--- config.mk ---
export PLATFORM = sky130hd
export DESIGN_NAME = cell_adc_trim_coeff_bank
export DESIGN_NICKNAME = d
export VERILOG_FILES = /design/src/trim_bank_pkg.sv /design/src/cell_adc_trim_coeff_bank.sv
export SDC_FILE = /design/constraint.sdc
export NUM_CORES = 1
export LEC_CHECK = 0
export BUFFER_PORTS_ARGS = -buffer_cell sky130_fd_sc_hd__buf_2
export CELL_PAD_IN_SITES_DETAIL_PLACEMENT = 0
export CELL_PAD_IN_SITES_GLOBAL_PLACEMENT = 1
export CORE_ASPECT_RATIO = 1.75
export CORE_MARGIN = 3
export CORE_UTILIZATION = 29
export DETAILED_ROUTE_END_ITERATION = 10
export PLACE_DENSITY_LB_ADDON = 0.1
export SYNTH_ARGS = -nofsm -noshare
export SYNTH_HDL_FRONTEND = slang
export SYNTH_SLANG_ARGS = --single-unit
--- constraint.sdc ---
create_clock -name CLK -period 2.02 [get_ports CLK]
set_clock_uncertainty 0.1 [all_clocks]
set_input_delay 0.303 -clock CLK [delete_from_list [all_inputs] [get_ports CLK]]
set_output_delay 0.303 -clock CLK [all_outputs]
set_load 0.05 [all_outputs]
--- src/trim_bank_pkg.sv ---
// Constants, field layouts and carrier types for the cell ADC trim coefficient bank.
//
// Overview of operation
// - 0x57 bits 6:0 give gain third-order bits 11:5
// - 0x58 gives gain fourth-order bits 7:0
// - 0x59 low nibble gives gain fourth-order 11:8
// - 0x59 high nibble gives offset zero-order 3:0
// - 0x5A gives offset zero-order bits 11:4
// - 0x5B: offset zero-order 13:12, first-order 5:0
// - 0x5C bits 5:0 give offset first-order 11:6
// - 0x5C bits 7:6 give offset second-order 1:0
// - 0x56 bits 7:3 give gain third-order 4:0
package trim_bank_pkg;

    // Register indices as printed; the APB byte address is four times the index.
    localparam logic [7:0] IDX_GAIN_TC3_LOW = 8'h56;
    localparam logic [7:0] IDX_GAIN_TC3_HIGH = 8'h57;
    localparam logic [7:0] IDX_GAIN_TC4_LOW = 8'h58;
    localparam logic [7:0] IDX_GAIN_TC4_HIGH_OFS_TC0_LOW = 8'h59;
    localparam logic [7:0] IDX_OFS_TC0_MID = 8'h5a;
    localparam logic [7:0] IDX_OFS_TC0_TOP_TC1_LOW = 8'h5b;
    localparam logic [7:0] IDX_OFS_TC1_HIGH_TC2_LOW = 8'h5c;

    // Control and status word of the bank itself.
    localparam logic [7:0] IDX_BANK_CTRL = 8'h40;

    // Bit positions inside the control and status word.
    localparam int CTRL_FREEZE_BIT = 0;
    localparam int CTRL_LOADED_BIT = 1;

    // APB address layout: index above, word alignment below.
    localparam int ADDR_W = 12;
    localparam int DATA_W = 32;
    localparam int IDX_LSB = 2;
    localparam int IDX_MSB = 9;

    // Reset values of every byte and of the control word.
    localparam logic [7:0] TRIM_BYTE_RESET = 8'h00;
    localparam logic [31:0] PRDATA_RESET = 32'h0000_0000;

    // Widths of the packed coefficients.
    localparam int GAIN_TC2_TOP_W = 3;
    localparam int GAIN_TC3_W = 12;
    localparam int GAIN_TC4_W = 12;
    localparam int OFS_TC0_W = 14;
    localparam int OFS_TC1_W = 12;
    localparam int OFS_TC2_LOW_W = 2;

    // Coefficient set as delivered by trim storage and used by the ADC.
    typedef struct packed {
        logic [GAIN_TC2_TOP_W-1:0] gain_tc2_top;
        logic [GAIN_TC3_W-1:0] gain_third_order_coeff;
        logic [GAIN_TC4_W-1:0] gain_fourth_order_coeff;
        logic [OFS_TC0_W-1:0] offset_zero_order_coeff;
        logic [OFS_TC1_W-1:0] offset_first_order_coeff;
        logic [OFS_TC2_LOW_W-1:0] offset_second_order_coeff;
    } trim_coeff_s;

    // APB request signals that travel together.
    typedef struct packed {
        logic psel;
        logic penable;
        logic pwrite;
        logic [ADDR_W-1:0] paddr;
        logic [DATA_W-1:0] pwdata;
    } apb_req_s;

    // One-hot states of the APB slave.
    typedef enum logic [2:0] {
        ST_IDLE = 3'b001,
        ST_WAIT = 3'b010,
        ST_RESP = 3'b100
    } apb_state_e;

endpackage
--- src/cell_adc_trim_coeff_bank.sv ---
// APB slave that holds and presents the channel-one ADC trim coefficient bytes.
//
// Our own choice: register access over APB.
`timescale 1ns/100ps
`default_nettype none

module cell_adc_trim_coeff_bank (
    // Clock and reset.
    input wire logic CLK,
    input wire logic RST_N,
    // APB request from the host.
    input wire trim_bank_pkg::apb_req_s APB_REQ,
    // APB answer to the host.
    output logic [31:0] PRDATA,
    output logic PREADY,
    output logic PSLVERR,
    // Load port from trim storage.
    input wire logic TRIM_LOAD,
    input wire trim_bank_pkg::trim_coeff_s TRIM_VALUE,
    // Coefficients and status toward the ADC correction logic.
    output trim_bank_pkg::trim_coeff_s COEFF_OUT,
    output logic TRIM_LOADED
);

    // Current state of the APB slave.
    trim_bank_pkg::apb_state_e state_r;
    // Next state of the APB slave.
    trim_bank_pkg::apb_state_e state_nxt;
    // Held coefficient set.
    trim_bank_pkg::trim_coeff_s coeff_r;
    // Set once a coefficient set has been taken from trim storage.
    logic loaded_r;
    // When set, trim storage loads are refused.
    logic freeze_r;
    // Registered answer signals.
    logic [31:0] prdata_r;
    logic pready_r;
    logic pslverr_r;
    // Index and alignment of the current request.
    logic [7:0] req_idx;
    logic req_aligned;

    // Pick the index out of the byte address.
    assign req_idx = APB_REQ.paddr[trim_bank_pkg::IDX_MSB:trim_bank_pkg::IDX_LSB];
    // Only whole aligned words inside the decoded window are mapped.
    assign req_aligned = (APB_REQ.paddr[1:0] == 2'h0) && (APB_REQ.paddr[11:10] == 2'h0);

    // Tells whether an index falls on one of the trim bytes.
    function automatic logic is_trim_idx(input logic [7:0] idx);
        is_trim_idx = (idx >= trim_bank_pkg::IDX_GAIN_TC3_LOW) &&
                      (idx <= trim_bank_pkg::IDX_OFS_TC1_HIGH_TC2_LOW);
    endfunction

    // Packs the coefficient slices into the byte seen at one index.
    function automatic logic [7:0] trim_byte(input logic [7:0] idx,
                                             input trim_bank_pkg::trim_coeff_s c);
        logic [7:0] b;
        b = trim_bank_pkg::TRIM_BYTE_RESET;
        if (idx == trim_bank_pkg::IDX_GAIN_TC3_LOW) begin
            b = {c.gain_third_order_coeff[4:0], c.gain_tc2_top};
        end else if (idx == trim_bank_pkg::IDX_GAIN_TC3_HIGH) begin
            b = {1'b0, c.gain_third_order_coeff[11:5]};
        end else if (idx == trim_bank_pkg::IDX_GAIN_TC4_LOW) begin
            b = c.gain_fourth_order_coeff[7:0];
        end else if (idx == trim_bank_pkg::IDX_GAIN_TC4_HIGH_OFS_TC0_LOW) begin
            b = {c.offset_zero_order_coeff[3:0], c.gain_fourth_order_coeff[11:8]};
        end else if (idx == trim_bank_pkg::IDX_OFS_TC0_MID) begin
            b = c.offset_zero_order_coeff[11:4];
        end else if (idx == trim_bank_pkg::IDX_OFS_TC0_TOP_TC1_LOW) begin
            b = {c.offset_first_order_coeff[5:0], c.offset_zero_order_coeff[13:12]};
        end else if (idx == trim_bank_pkg::IDX_OFS_TC1_HIGH_TC2_LOW) begin
            b = {c.offset_second_order_coeff, c.offset_first_order_coeff[11:6]};
        end
        trim_byte = b;
    endfunction

    // Next-state logic: setup leads to one wait cycle, then one answer cycle.
    always_comb begin
        state_nxt = state_r;
        case (state_r)
            // A setup cycle moves the slave into its wait cycle.
            trim_bank_pkg::ST_IDLE: begin
                if (APB_REQ.psel && !APB_REQ.penable) begin
                    state_nxt = trim_bank_pkg::ST_WAIT;
                end
            end
            // The access phase is answered one cycle later.
            trim_bank_pkg::ST_WAIT: begin
                if (APB_REQ.psel && APB_REQ.penable) begin
                    state_nxt = trim_bank_pkg::ST_RESP;
                end else begin
                    state_nxt = trim_bank_pkg::ST_IDLE;
                end
            end
            // The transfer completes on this edge.
            trim_bank_pkg::ST_RESP: begin
                state_nxt = trim_bank_pkg::ST_IDLE;
            end
            // Any stray code falls back to idle.
            default: begin
                state_nxt = trim_bank_pkg::ST_IDLE;
            end
        endcase
    end

    // State register of the APB slave.
    always_ff @(posedge CLK or negedge RST_N) begin
        if (!RST_N) begin
            state_r <= trim_bank_pkg::ST_IDLE;
        end else begin
            state_r <= state_nxt;
        end
    end

    // Answer registers: data and error are prepared in the wait cycle.
    always_ff @(posedge CLK or negedge RST_N) begin
        if (!RST_N) begin
            prdata_r <= trim_bank_pkg::PRDATA_RESET;
            pready_r <= 1'b0;
            pslverr_r <= 1'b0;
        end else if (state_r == trim_bank_pkg::ST_WAIT && APB_REQ.psel && APB_REQ.penable) begin
            pready_r <= 1'b1;
            prdata_r <= trim_bank_pkg::PRDATA_RESET;
            pslverr_r <= 1'b0;
            // Reads of the trim bytes return the packed slice.
            if (req_aligned && is_trim_idx(req_idx)) begin
                prdata_r <= {24'h00_0000, trim_byte(req_idx, coeff_r)};
                pslverr_r <= APB_REQ.pwrite;
            // Control word reads show the freeze and loaded state.
            end else if (req_aligned && req_idx == trim_bank_pkg::IDX_BANK_CTRL) begin
                prdata_r[trim_bank_pkg::CTRL_FREEZE_BIT] <= freeze_r;
                prdata_r[trim_bank_pkg::CTRL_LOADED_BIT] <= loaded_r;
            // Unmapped addresses read zero and flag an error.
            end else begin
                pslverr_r <= 1'b1;
            end
        end else begin
            pready_r <= 1'b0;
            pslverr_r <= 1'b0;
            prdata_r <= trim_bank_pkg::PRDATA_RESET;
        end
    end

    // Freeze bit: the only software-writable state, written at completion.
    always_ff @(posedge CLK or negedge RST_N) begin
        if (!RST_N) begin
            freeze_r <= 1'b0;
        end else if (state_r == trim_bank_pkg::ST_RESP && APB_REQ.psel && APB_REQ.penable &&
                     APB_REQ.pwrite && req_aligned && req_idx == trim_bank_pkg::IDX_BANK_CTRL) begin
            freeze_r <= APB_REQ.pwdata[trim_bank_pkg::CTRL_FREEZE_BIT];
        end
    end

    always_ff @(posedge CLK or negedge RST_N) begin
        if (!RST_N) begin
            coeff_r <= '0;
        end else if (TRIM_LOAD && !freeze_r) begin
            coeff_r <= TRIM_VALUE;
        end
    end

    // Loaded flag is sticky until reset; nothing clears it.
    always_ff @(posedge CLK or negedge RST_N) begin
        if (!RST_N) begin
            loaded_r <= 1'b0;
        end else if (TRIM_LOAD && !freeze_r) begin
            loaded_r <= 1'b1;
        end
    end

    // Every output comes straight from a flip-flop.
    assign PRDATA = prdata_r;
    assign PREADY = pready_r;
    assign PSLVERR = pslverr_r;
    assign COEFF_OUT = coeff_r;
    assign TRIM_LOADED = loaded_r;
endmodule

`default_nettype wire

Word level (Yosys, flattened, before mapping)
Cells that the tools add are included.
- eq/ne operators: 12
- shifts and indexed selects: 0
- multiplexer cells: 18
- magnitude comparators: 2
- divide/modulo/power cells: 0
- $add $sub $neg: 0
- bitwise logic cells: 0
- reductions and logical operators: 18
- $mul: 0
- operator list (kind ; number):
    equality test 8 x 7 -> 1 bit, second input constant ; 8
    2-to-1 mux 8 bit ; 7
    2-to-1 mux 32 bit ; 1
    logical AND 1 bit ; 14
    >= comparator 8 x 7 -> 1 bit, second input constant ; 1
    less-or-equal comparator 8 x 7 -> 1 bit, second input constant ; 1
    2-to-1 mux 3 bit ; 2
    2-to-1 mux 6 bit ; 1
    case mux 3 bit (2 select lines) ; 1
    logical NOT 2 bit ; 2
    2-to-1 mux 1 bit ; 4
    2-to-1 mux 2 bit ; 2
    equality test 3 x 1 -> 1 bit, second input constant ; 1
    equality test 3 x 2 -> 1 bit, second input constant ; 1
    equality test 3 bit, second input constant ; 1
    logical NOT 1 bit ; 2
    != test 2 bit, second input constant ; 1
- logic and storage cells: 62
- bits in read-only memories: 0
- memory bits (writable): 0
- register bits: 94
- latch bits: 0
- memories kept: 0

Depth between registers and ports, before layout
Gate-level depths: netlist of run 1.
- depth in word-level cells: 10
- gate-level depth with buffers: 7
- gate-level depth less buffers: 4

Least setup slack after synthesis of run 1
No wires, ideal clock.
- kind: register to register
- start: reg state_r[0]
- end: reg prdata_r[6], in the netlist PRDATA[6]
- path slack: 0.102 ns
- arrival time: 1.707 ns
- period minus slack after synthesis: 1.918 ns
- stages on the path, launching flop included: 7
- path buffers: 2
- cell sequence: dfstp_2 > nand2b_1 > or3_1 > buf_2 > or3_1 > buf_6 > a2111oi_2
- word-level cells in the longest chain between the ends: 4
- RTL lines (element ; line ; source):
    from (decl) ; cell_adc_trim_coeff_bank.sv:26 ; trim_bank_pkg::apb_state_e state_r;
    from (signal assigned) ; cell_adc_trim_coeff_bank.sv:109 ; state_r <= trim_bank_pkg::ST_IDLE;
    from (signal assigned) ; cell_adc_trim_coeff_bank.sv:111 ; state_r <= state_nxt;
    equality test 3 x 2 -> 1 bit ; cell_adc_trim_coeff_bank.sv:121 ; end else if (state_r == trim_bank_pkg::ST_WAIT && APB_REQ.psel && APB_REQ.penable) begin
    logical AND 1 bit (2 in a row) ; cell_adc_trim_coeff_bank.sv:121 ;
    2-to-1 mux 32 bit ; cell_adc_trim_coeff_bank.sv:121 ;
    to (signal assigned) ; cell_adc_trim_coeff_bank.sv:118 ; prdata_r <= trim_bank_pkg::PRDATA_RESET;
    to (signal assigned) ; cell_adc_trim_coeff_bank.sv:123 ; prdata_r <= trim_bank_pkg::PRDATA_RESET;
    to (signal assigned) ; cell_adc_trim_coeff_bank.sv:127 ; prdata_r <= {24'h00_0000, trim_byte(req_idx, coeff_r)};
    to (decl) ; cell_adc_trim_coeff_bank.sv:36 ; logic [31:0] prdata_r;
Every way passes these cells.
A chain may end at the register's enable or synchronous reset.

Worst setup path in the final report of run 1
- start: reg state_r[0]
- end: reg prdata_r[1], in the netlist PRDATA[1]
The elaborated chain is that of the path after synthesis.

==> impl_metrics.env, run 1 <==
export IMPL_grt_max_degree=38
export IMPL_synth_top_area_frac=0.5031
export IMPL_start_util=0.2963
export IMPL_start_kind="register"
export IMPL_ys_flop_type="dfrtp_1"
export IMPL_p_leak_nw=2.222
export IMPL_drt_initial_drc_count=109
export IMPL_required_ns=2.13
export IMPL_fin_crit_ns=1.898
export IMPL_async_reset_ff_frac=1.000
export IMPL_drv_cap=0
export IMPL_synth_top_area_cell="dfrtp_1"
export IMPL_fmax_mhz=527.0
export IMPL_htree_num_levels=3
export IMPL_antenna_found_initial=0
export IMPL_wirelength_um=10070
export IMPL_groute_usage_overall=0.1547
export IMPL_worst_path_largest_cell_delay_ns=0.47
export IMPL_num_rows=52
export IMPL_area_growth_pct=33.25
export IMPL_r2r_start="state_r[0]"
export IMPL_hold_viol=0
export IMPL_cts_tree="yes"
export IMPL_cp_cell_sequence="nand2b_1 -> or3_1 -> or3_4 -> o32ai_1"
export IMPL_placedCellCount=566
export IMPL_syn_instance_count=294
export IMPL_syn_cell_area_mm2=0.003432
export IMPL_grt_pass1_wl_um=15190
export IMPL_final_setup_tns_ns=0
export IMPL_cp_data_arrival_time_ns=2.01
export IMPL_hp_class="input pin to register"
export IMPL_wl_per_cell_um=17.33
export IMPL_antenna_left=0
export IMPL_fillerInstances=1186
export IMPL_core_area_mm2=0.01158
export IMPL_dr_total_vias=2750
export IMPL_io_buffers=139
export IMPL_cts_root_buffer="clkbuf_16"
export IMPL_finalCritPeriodShare=0.9394
export IMPL_place_gp_congestion=0.7416
export IMPL_grt_overflow=0
export IMPL_whs_ns=0.06495
export IMPL_drc=0
export IMPL_drive_gt1_frac=0.5247
export IMPL_setup_worst_path_end_class="register"
export IMPL_power_density_mw_per_mm2=881.2
export IMPL_cts_setup_buffers=0
export IMPL_yosys_warnings=0
export IMPL_setup_viol=0
export IMPL_cts_buffer_depth=2
export IMPL_synth_edff_count=0
export IMPL_finalNonFillerCells=581
export IMPL_path_delay_family="simple AND/OR/NAND/NOR gates"
export IMPL_cp_max_fo=8
export IMPL_crit_buf_inv=0
export IMPL_synth_area_leaders="dfrtp_1 50%, mux2_2 18%, buf_4 5.2%"
export IMPL_nets=548
export IMPL_fp_dieArea_mm2=0.01323
export IMPL_ys_types=48
export IMPL_clock_sinks=70
export IMPL_rsz0062_at_grt="false"
export IMPL_cp_slowest_cell="or3_4"
export IMPL_final_cell_mix="138 x buf_2, 69 x dfrtp_1, 54 x mux2_2"
export IMPL_clock_latency_ns=0.33
export IMPL_peakVddDrop_mv=0.3892
export IMPL_status="finished clean"
export IMPL_final_common_cell="buf_2"
export IMPL_vias_per_cell=4.733
export IMPL_io_pins=195
export IMPL_firstDrtPassIters=4
export IMPL_grt_pass1_vias=2729
export IMPL_seq_area_frac_synth=0.5108
export IMPL_ys_seq_elements=70
export IMPL_slew_violations=0
export IMPL_clk_pin_slew_ns=0.05
export IMPL_dp_hpwl_um=7941
export IMPL_crit_type="register to register"
export IMPL_min_from="APB_REQ[45]"
export IMPL_antenna_cells=0
export IMPL_numCtsBuffers=9
export IMPL_syn_area_per_cell_um2=11.67
export IMPL_die_h_um=149.9
export IMPL_die_x_um=88.24
export IMPL_cp_startpoint="state_r[0]"
layer usage:
metal  part of all wire  GRT usage
met2               0.55     0.2744
met1               0.39     0.1805
met5                  0          0
met3              0.048    0.02975
met4              0.016    0.05673
timing repair:
action | 4_1_cts | 5_1_grt
setup endpoints to repair | 1 | 0
hold buffers | 1 | 0
endpoints found under the hold margin | 33 | 0
resized for setup | 1 | 0
final cells by class:
type                            instances  area (µm²)  share of cell area
Inverter                                5       18.77            0.004104
Tap cell                              135       168.9             0.03694
Sequential cell                        70        1753              0.3833
Clock inverter                          2       10.01            0.002189
Multi-Input combinational cell        197        1493              0.3264
Clock buffer                           12       246.5             0.05390
Timing Repair Buffer                  160       883.3              0.1932
power by group:
part | leakage [nW] | internal, mW | total (mW) | switching (mW)
combinational | 1.25 | 0.298 | 1.02 | 0.724
sequential | 0.845 | 1.52 | 1.62 | 0.0967
clock | 0.128 | 0.846 | 1.39 | 0.547
total | 2.22 | 2.66 | 4.03 | 1.37
cell families after synthesis:
family / Yosys count / share of synthesized area
flops: 70 / 0.5108
simple gates: 68 / 0.1167
buf+inv: 50 / 0.08494
mux: 59 / 0.1918
other cells: 1 / 0.001093
compound gates: 46 / 0.09479
cell usage after synthesis (all sizes together), types with 5 or more instances:
master  number
a21oi        6
buf         33
clkbuf      12
dfrtp       69
inv          5
mux2        54
mux2i        5
nand2       11
nand2b       8
nor2         7
nor2b        5
nor3         6
o21ai       12
o22ai        5
flip-flops by register name (all words and copies together) (netlist names):
name	count
COEFF_OUT	55
PRDATA	8
PREADY	1
PSLVERR	1
TRIM_LOADED	1
freeze_r	1
state_r	3
metrics by stage:
stage               instance area (µm²)    util  power [mW]  setup WS, ns
detailed placement                 4302  0.3714       2.677      -0.03390
CTS                                4573  0.3949       4.104        0.1270
floorplan                          3518       -       2.372        0.1018
finish                             4573  0.3949       4.030        0.1224
global placement                   4302  0.3714       2.670      -0.06364
global route                       4573  0.3949       4.223       0.05453
path summary, 6_finish.rpt:
path | slack (ns) | cells past startpoint | endpoint
min in group asynchronous | 0.36 | 2 | COEFF_OUT[23]
hold / removal | 0.06 | 2 | state_r[1]
setup / recovery | 0.12 | 4 | PRDATA[1]
setup reg to reg | 0.12 | 4 | PRDATA[1]
max in group asynchronous | 0.82 | 3 | state_r[0]
hold reg to reg | 0.37 | 1 | state_r[1]
worst reg2reg max path, cell delays in order (launching register included):
cell,delay (ns)
dfstp_2,0.36
nand2b_1,0.15
or3_1,0.37
or3_4,0.47
o32ai_1,0.34
Power figures use the tool's default switching activity.
==> inputs of run 2 (changes only) <==
--- a/config.mk
+++ b/config.mk
@@ -6,13 +6,14 @@
 export NUM_CORES = 1
 export LEC_CHECK = 0
 export BUFFER_PORTS_ARGS = -buffer_cell sky130_fd_sc_hd__buf_2
-export CELL_PAD_IN_SITES_DETAIL_PLACEMENT = 0
-export CELL_PAD_IN_SITES_GLOBAL_PLACEMENT = 1
+export CELL_PAD_IN_SITES_DETAIL_PLACEMENT = 1
+export CELL_PAD_IN_SITES_GLOBAL_PLACEMENT = 2
 export CORE_ASPECT_RATIO = 1.75
 export CORE_MARGIN = 3
-export CORE_UTILIZATION = 29
+export CORE_UTILIZATION = 23
 export DETAILED_ROUTE_END_ITERATION = 10
 export PLACE_DENSITY_LB_ADDON = 0.1
+export REMOVE_ABC_BUFFERS = 1
 export SYNTH_ARGS = -nofsm -noshare
 export SYNTH_HDL_FRONTEND = slang
 export SYNTH_SLANG_ARGS = --single-unit
==> impl_metrics.env, run 2 (synthesized netlist as in run 1, its figures left out) <==
export IMPL_htree_num_levels=3
export IMPL_clock_sinks=70
export IMPL_cp_max_fo=5
export IMPL_io_pins=195
export IMPL_place_gp_congestion=0.7031
export IMPL_grt_overflow=0
export IMPL_start_kind="register"
export IMPL_core_area_mm2=0.01451
export IMPL_area_growth_pct=38.61
export IMPL_gr_usage_met1=0.1473
export IMPL_gr_max_usage_layer="met2"
export IMPL_dp_hpwl_um=8708
export IMPL_grt_pass1_vias=3103
export IMPL_status="finished clean"
export IMPL_cts_tree="yes"
export IMPL_fin_crit_ns=1.936
export IMPL_nets=551
export IMPL_p_leak_nw=2.274
export IMPL_grtUsageMet2=0.2602
export IMPL_cts_root_buffer="clkbuf_16"
export IMPL_final_common_cell="buf_2"
export IMPL_hp_class="input pin to register"
export IMPL_numCtsBuffers=9
export IMPL_finalCritPeriodShare=0.9582
export IMPL_grt_pass1_wl_um=17620
export IMPL_peakVddDrop_mv=0.3875
export IMPL_hold_viol=0
export IMPL_required_ns=2.14
export IMPL_clk_pin_slew_ns=0.06
export IMPL_slew_violations=0
export IMPL_wl_per_cell_um=17.87
export IMPL_drive_gt1_frac=0.5422
export IMPL_antenna_found_initial=0
export IMPL_crit_type="register to register"
export IMPL_placedCellCount=614
export IMPL_drv_cap=0
export IMPL_num_rows=58
export IMPL_p_total_mw=4.376
export IMPL_drt_initial_drc_count=62
export IMPL_antenna_cells=0
export IMPL_final_cell_mix="138 x buf_2, 69 x dfrtp_1, 54 x mux2_2"
export IMPL_largest_reg_flops=55
export IMPL_finalNonFillerCells=630
export IMPL_firstDrtPassIters=4
export IMPL_die_x_um=98.34
export IMPL_fp_dieArea_mm2=0.01648
export IMPL_cts_setup_buffers=0
export IMPL_cts_buffer_depth=2
export IMPL_io_buffers=139
export IMPL_dr_total_vias=2823
export IMPL_use_met3=0.03293
export IMPL_setup_viol=0
export IMPL_clock_latency_ns=0.33
export IMPL_fmax_mhz=516.7
export IMPL_drc=0
export IMPL_fillerInstances=1662
export IMPL_antenna_left=0
export IMPL_vias_per_cell=4.481
export IMPL_setup_worst_path_end_class="register"
export IMPL_cp_data_arrival_time_ns=2.06
export IMPL_power_density_mw_per_mm2=919.9
export IMPL_die_h_um=167.6
export IMPL_start_util=0.2365
export IMPL_rsz0062_at_grt="false"
export IMPL_groute_usage_overall=0.1384
export IMPL_wirelength_um=11260
export IMPL_grt_max_degree=44
run 2: layout make-up:
class                   instances  area [µm²]  area share
flip-flops and latches         70        1753      0.3685
multi-input cells             197        1531      0.3219
repair buffers                163       905.9      0.1904
clock buffers                  11       252.7     0.05313
well taps                     180       225.2     0.04734
clock inverters                 4       70.07     0.01473
inverters                       5       18.77    0.003945
run 2: final timing paths:
path,start,slack (ns),cells after the start,to
setup reg to reg,state_r[0],0.08,5,PRDATA[6]
hold reg to reg,TRIM_LOADED,0.39,1,TRIM_LOADED
setup / recovery,state_r[0],0.08,5,PRDATA[6]
max in group asynchronous,RST_N,0.79,3,state_r[0]
min in group asynchronous,RST_N,0.37,2,COEFF_OUT[48]
hold / removal,APB_REQ[45],0.06,2,state_r[1]
run 2: worst max-delay path: stages (launching register included):
cell	delay, ns
dfstp_2	0.37
nand2b_1	0.14
or3_4	0.38
or3_4	0.40
buf_4	0.18
a2111oi_4	0.26
run 2: power breakdown:
part | leakage, nW | switching (mW) | internal, mW
Sequential | 0.845 | 0.0973 | 1.52
Clock | 0.161 | 0.596 | 1.14
Combinational | 1.27 | 0.730 | 0.298
Total | 2.27 | 1.42 | 2.95
run 2: per-layer routing:
layer  part of all wire  wire [µm]
met1               0.36       4102
met2               0.56       6331
met3              0.055        618
met4              0.018        207
met5                  0          0
run 2: stage by stage:
step	setup WS [ns]	TNS, ns	hold WS [ns]	utilization	cell area, µm²
finish	0.08449	0	0.05639	0.3278	4757
detailed placement	-0.0007589	-0.0007589	0.1738	0.3022	4387
global route	0.0005129	0	0.05441	0.3278	4757
global placement	-0.04887	-0.1370	0.1784	0.3022	4387
floorplan	-1.546	-86.41	-0.09259	-	3246
CTS	0.01541	0	0.04039	0.3252	4720
run 2: what timing repair did:
action,CTS,global route
hold buffers,1,0
endpoints found under the setup margin,0,5
hold endpoints to repair,29,0
gates resized for setup,0,5
==> inputs of run 3 (changes only) <==
--- a/config.mk
+++ b/config.mk
@@ -6,11 +6,11 @@
 export NUM_CORES = 1
 export LEC_CHECK = 0
 export BUFFER_PORTS_ARGS = -buffer_cell sky130_fd_sc_hd__buf_2
-export CELL_PAD_IN_SITES_DETAIL_PLACEMENT = 1
-export CELL_PAD_IN_SITES_GLOBAL_PLACEMENT = 2
+export CELL_PAD_IN_SITES_DETAIL_PLACEMENT = 0
+export CELL_PAD_IN_SITES_GLOBAL_PLACEMENT = 1
 export CORE_ASPECT_RATIO = 1.75
 export CORE_MARGIN = 3
-export CORE_UTILIZATION = 23
+export CORE_UTILIZATION = 29
 export DETAILED_ROUTE_END_ITERATION = 10
 export PLACE_DENSITY_LB_ADDON = 0.1
 export REMOVE_ABC_BUFFERS = 1
==> impl_metrics.env, run 3 (synthesized netlist as in run 1, its figures left out) <==
export IMPL_io_pins=195
export IMPL_finalNonFillerCells=586
export IMPL_finalCritPeriodShare=0.9602
export IMPL_die_x_um=88.24
export IMPL_num_rows=52
export IMPL_firstDrtPassIters=4
export IMPL_wirelength_um=9789
export IMPL_regArea_mm2=0.001753
export IMPL_antenna_cells=0
export IMPL_largest_reg_flops=55
export IMPL_whs_ns=0.06482
export IMPL_grt_max_degree=38
export IMPL_placed_area_mm2=0.004324
export IMPL_worst_path_largest_cell_delay_ns=0.40
export IMPL_hold_viol=0
export IMPL_cts_setup_buffers=0
export IMPL_slew_violations=0
export IMPL_htree_num_levels=3
export IMPL_setup_viol=0
export IMPL_place_gp_congestion=0.7131
export IMPL_fillerInstances=1188
export IMPL_cts_tree="yes"
export IMPL_groute_usage_overall=0.1509
export IMPL_final_common_cell="buf_2"
export IMPL_cp_slowest_cell="or3_4"
export IMPL_rsz0062_at_grt="false"
export IMPL_p_leak_nw=2.252
export IMPL_clock_sinks=70
export IMPL_cp_data_arrival_time_ns=2.06
export IMPL_area_growth_pct=35.84
export IMPL_worst_slack_ns=0.08035
export IMPL_drive_gt1_frac=0.5344
export IMPL_drc=0
export IMPL_status="finished clean"
export IMPL_die_h_um=149.9
export IMPL_p_total_mw=4.244
export IMPL_fp_dieArea_mm2=0.01323
export IMPL_clock_latency_ns=0.33
export IMPL_clk_pin_slew_ns=0.06
export IMPL_antenna_left=0
export IMPL_multiInputGateArea_mm2=0.001505
export IMPL_min_from="APB_REQ[45]"
export IMPL_antenna_found_initial=0
export IMPL_cp_startpoint="state_r[0]"
export IMPL_grt_pass1_wl_um=14930
export IMPL_fin_crit_ns=1.940
export IMPL_dp_hpwl_um=7689
export IMPL_drt_initial_drc_count=50
export IMPL_final_area_mm2=0.004662
export IMPL_hp_class="input pin to register"
export IMPL_r2r_start="state_r[0]"
export IMPL_final_util=0.4026
export IMPL_required_ns=2.15
export IMPL_pre_cts_slack_ns=0.03346
export IMPL_fmax_mhz=515.6
export IMPL_grt_overflow=0
export IMPL_numCtsBuffers=9
export IMPL_final_cell_mix="138 x buf_2, 69 x dfrtp_1, 54 x mux2_2"
export IMPL_grt_pass1_vias=2845
export IMPL_setup_worst_path_end_class="register"
export IMPL_drv_cap=0
export IMPL_wl_per_cell_um=16.70
export IMPL_power_density_mw_per_mm2=910.3
export IMPL_nets=551
export IMPL_vias_per_cell=4.742
export IMPL_peakVddDrop_mv=0.4824
export IMPL_cts_root_buffer="clkbuf_16"
export IMPL_cp_max_fo=5
export IMPL_dr_total_vias=2779
export IMPL_cp_cell_sequence="nand2b_1 -> or3_1 -> or3_4 -> buf_4 -> o32ai_1"
export IMPL_cts_buffer_depth=2
export IMPL_start_util=0.2963
export IMPL_core_area_mm2=0.01158
export IMPL_crit_type="register to register"
export IMPL_placedCellCount=569
export IMPL_io_buffers=139
export IMPL_start_kind="register"
export IMPL_final_setup_tns_ns=0
-- run 3: area by class of cell --
type / count / share of cell area
clock buffer: 11 / 0.05421
clock inverter: 5 / 0.01235
multi-input combinational: 197 / 0.3229
sequential: 70 / 0.3760
tap: 135 / 0.03623
inverter: 5 / 0.004026
timing repair buffer: 163 / 0.1943
-- run 3: metal layers --
metal	wire length, µm	GRT usage
met5	0	0
met4	143	0.05673
met3	551	0.03030
met2	5503	0.2762
met1	3591	0.1667
-- run 3: worst max-delay path, delay by kind of cell, from the launching register on --
family,cells,cell delay (ns)
simple gates,3,0.93
buf+inv,1,0.18
flops,1,0.36
compound gates,1,0.27
-- run 3: final timing paths --
check	cells past startpoint	to	slack (ns)
max	5	PRDATA[1]	0.08
min	2	state_r[1]	0.06
max reg2reg	5	PRDATA[1]	0.08
min reg2reg	1	TRIM_LOADED	0.39
max in group asynchronous	3	PRDATA[7]	0.88
min in group asynchronous	2	PREADY	0.37
-- run 3: report_power, final --
part	internal, mW	switching (mW)	leakage (nW)	total [mW]
Clock	1.02	0.597	0.144	1.62
Combinational	0.297	0.721	1.26	1.02
Sequential	1.52	0.0902	0.845	1.61
-- run 3: what timing repair did --
action,4_1_cts,5_1_grt
hold buffers,1,0
gates resized for setup,0,2
endpoints found under the setup margin,0,2
endpoints found under the hold margin,32,0
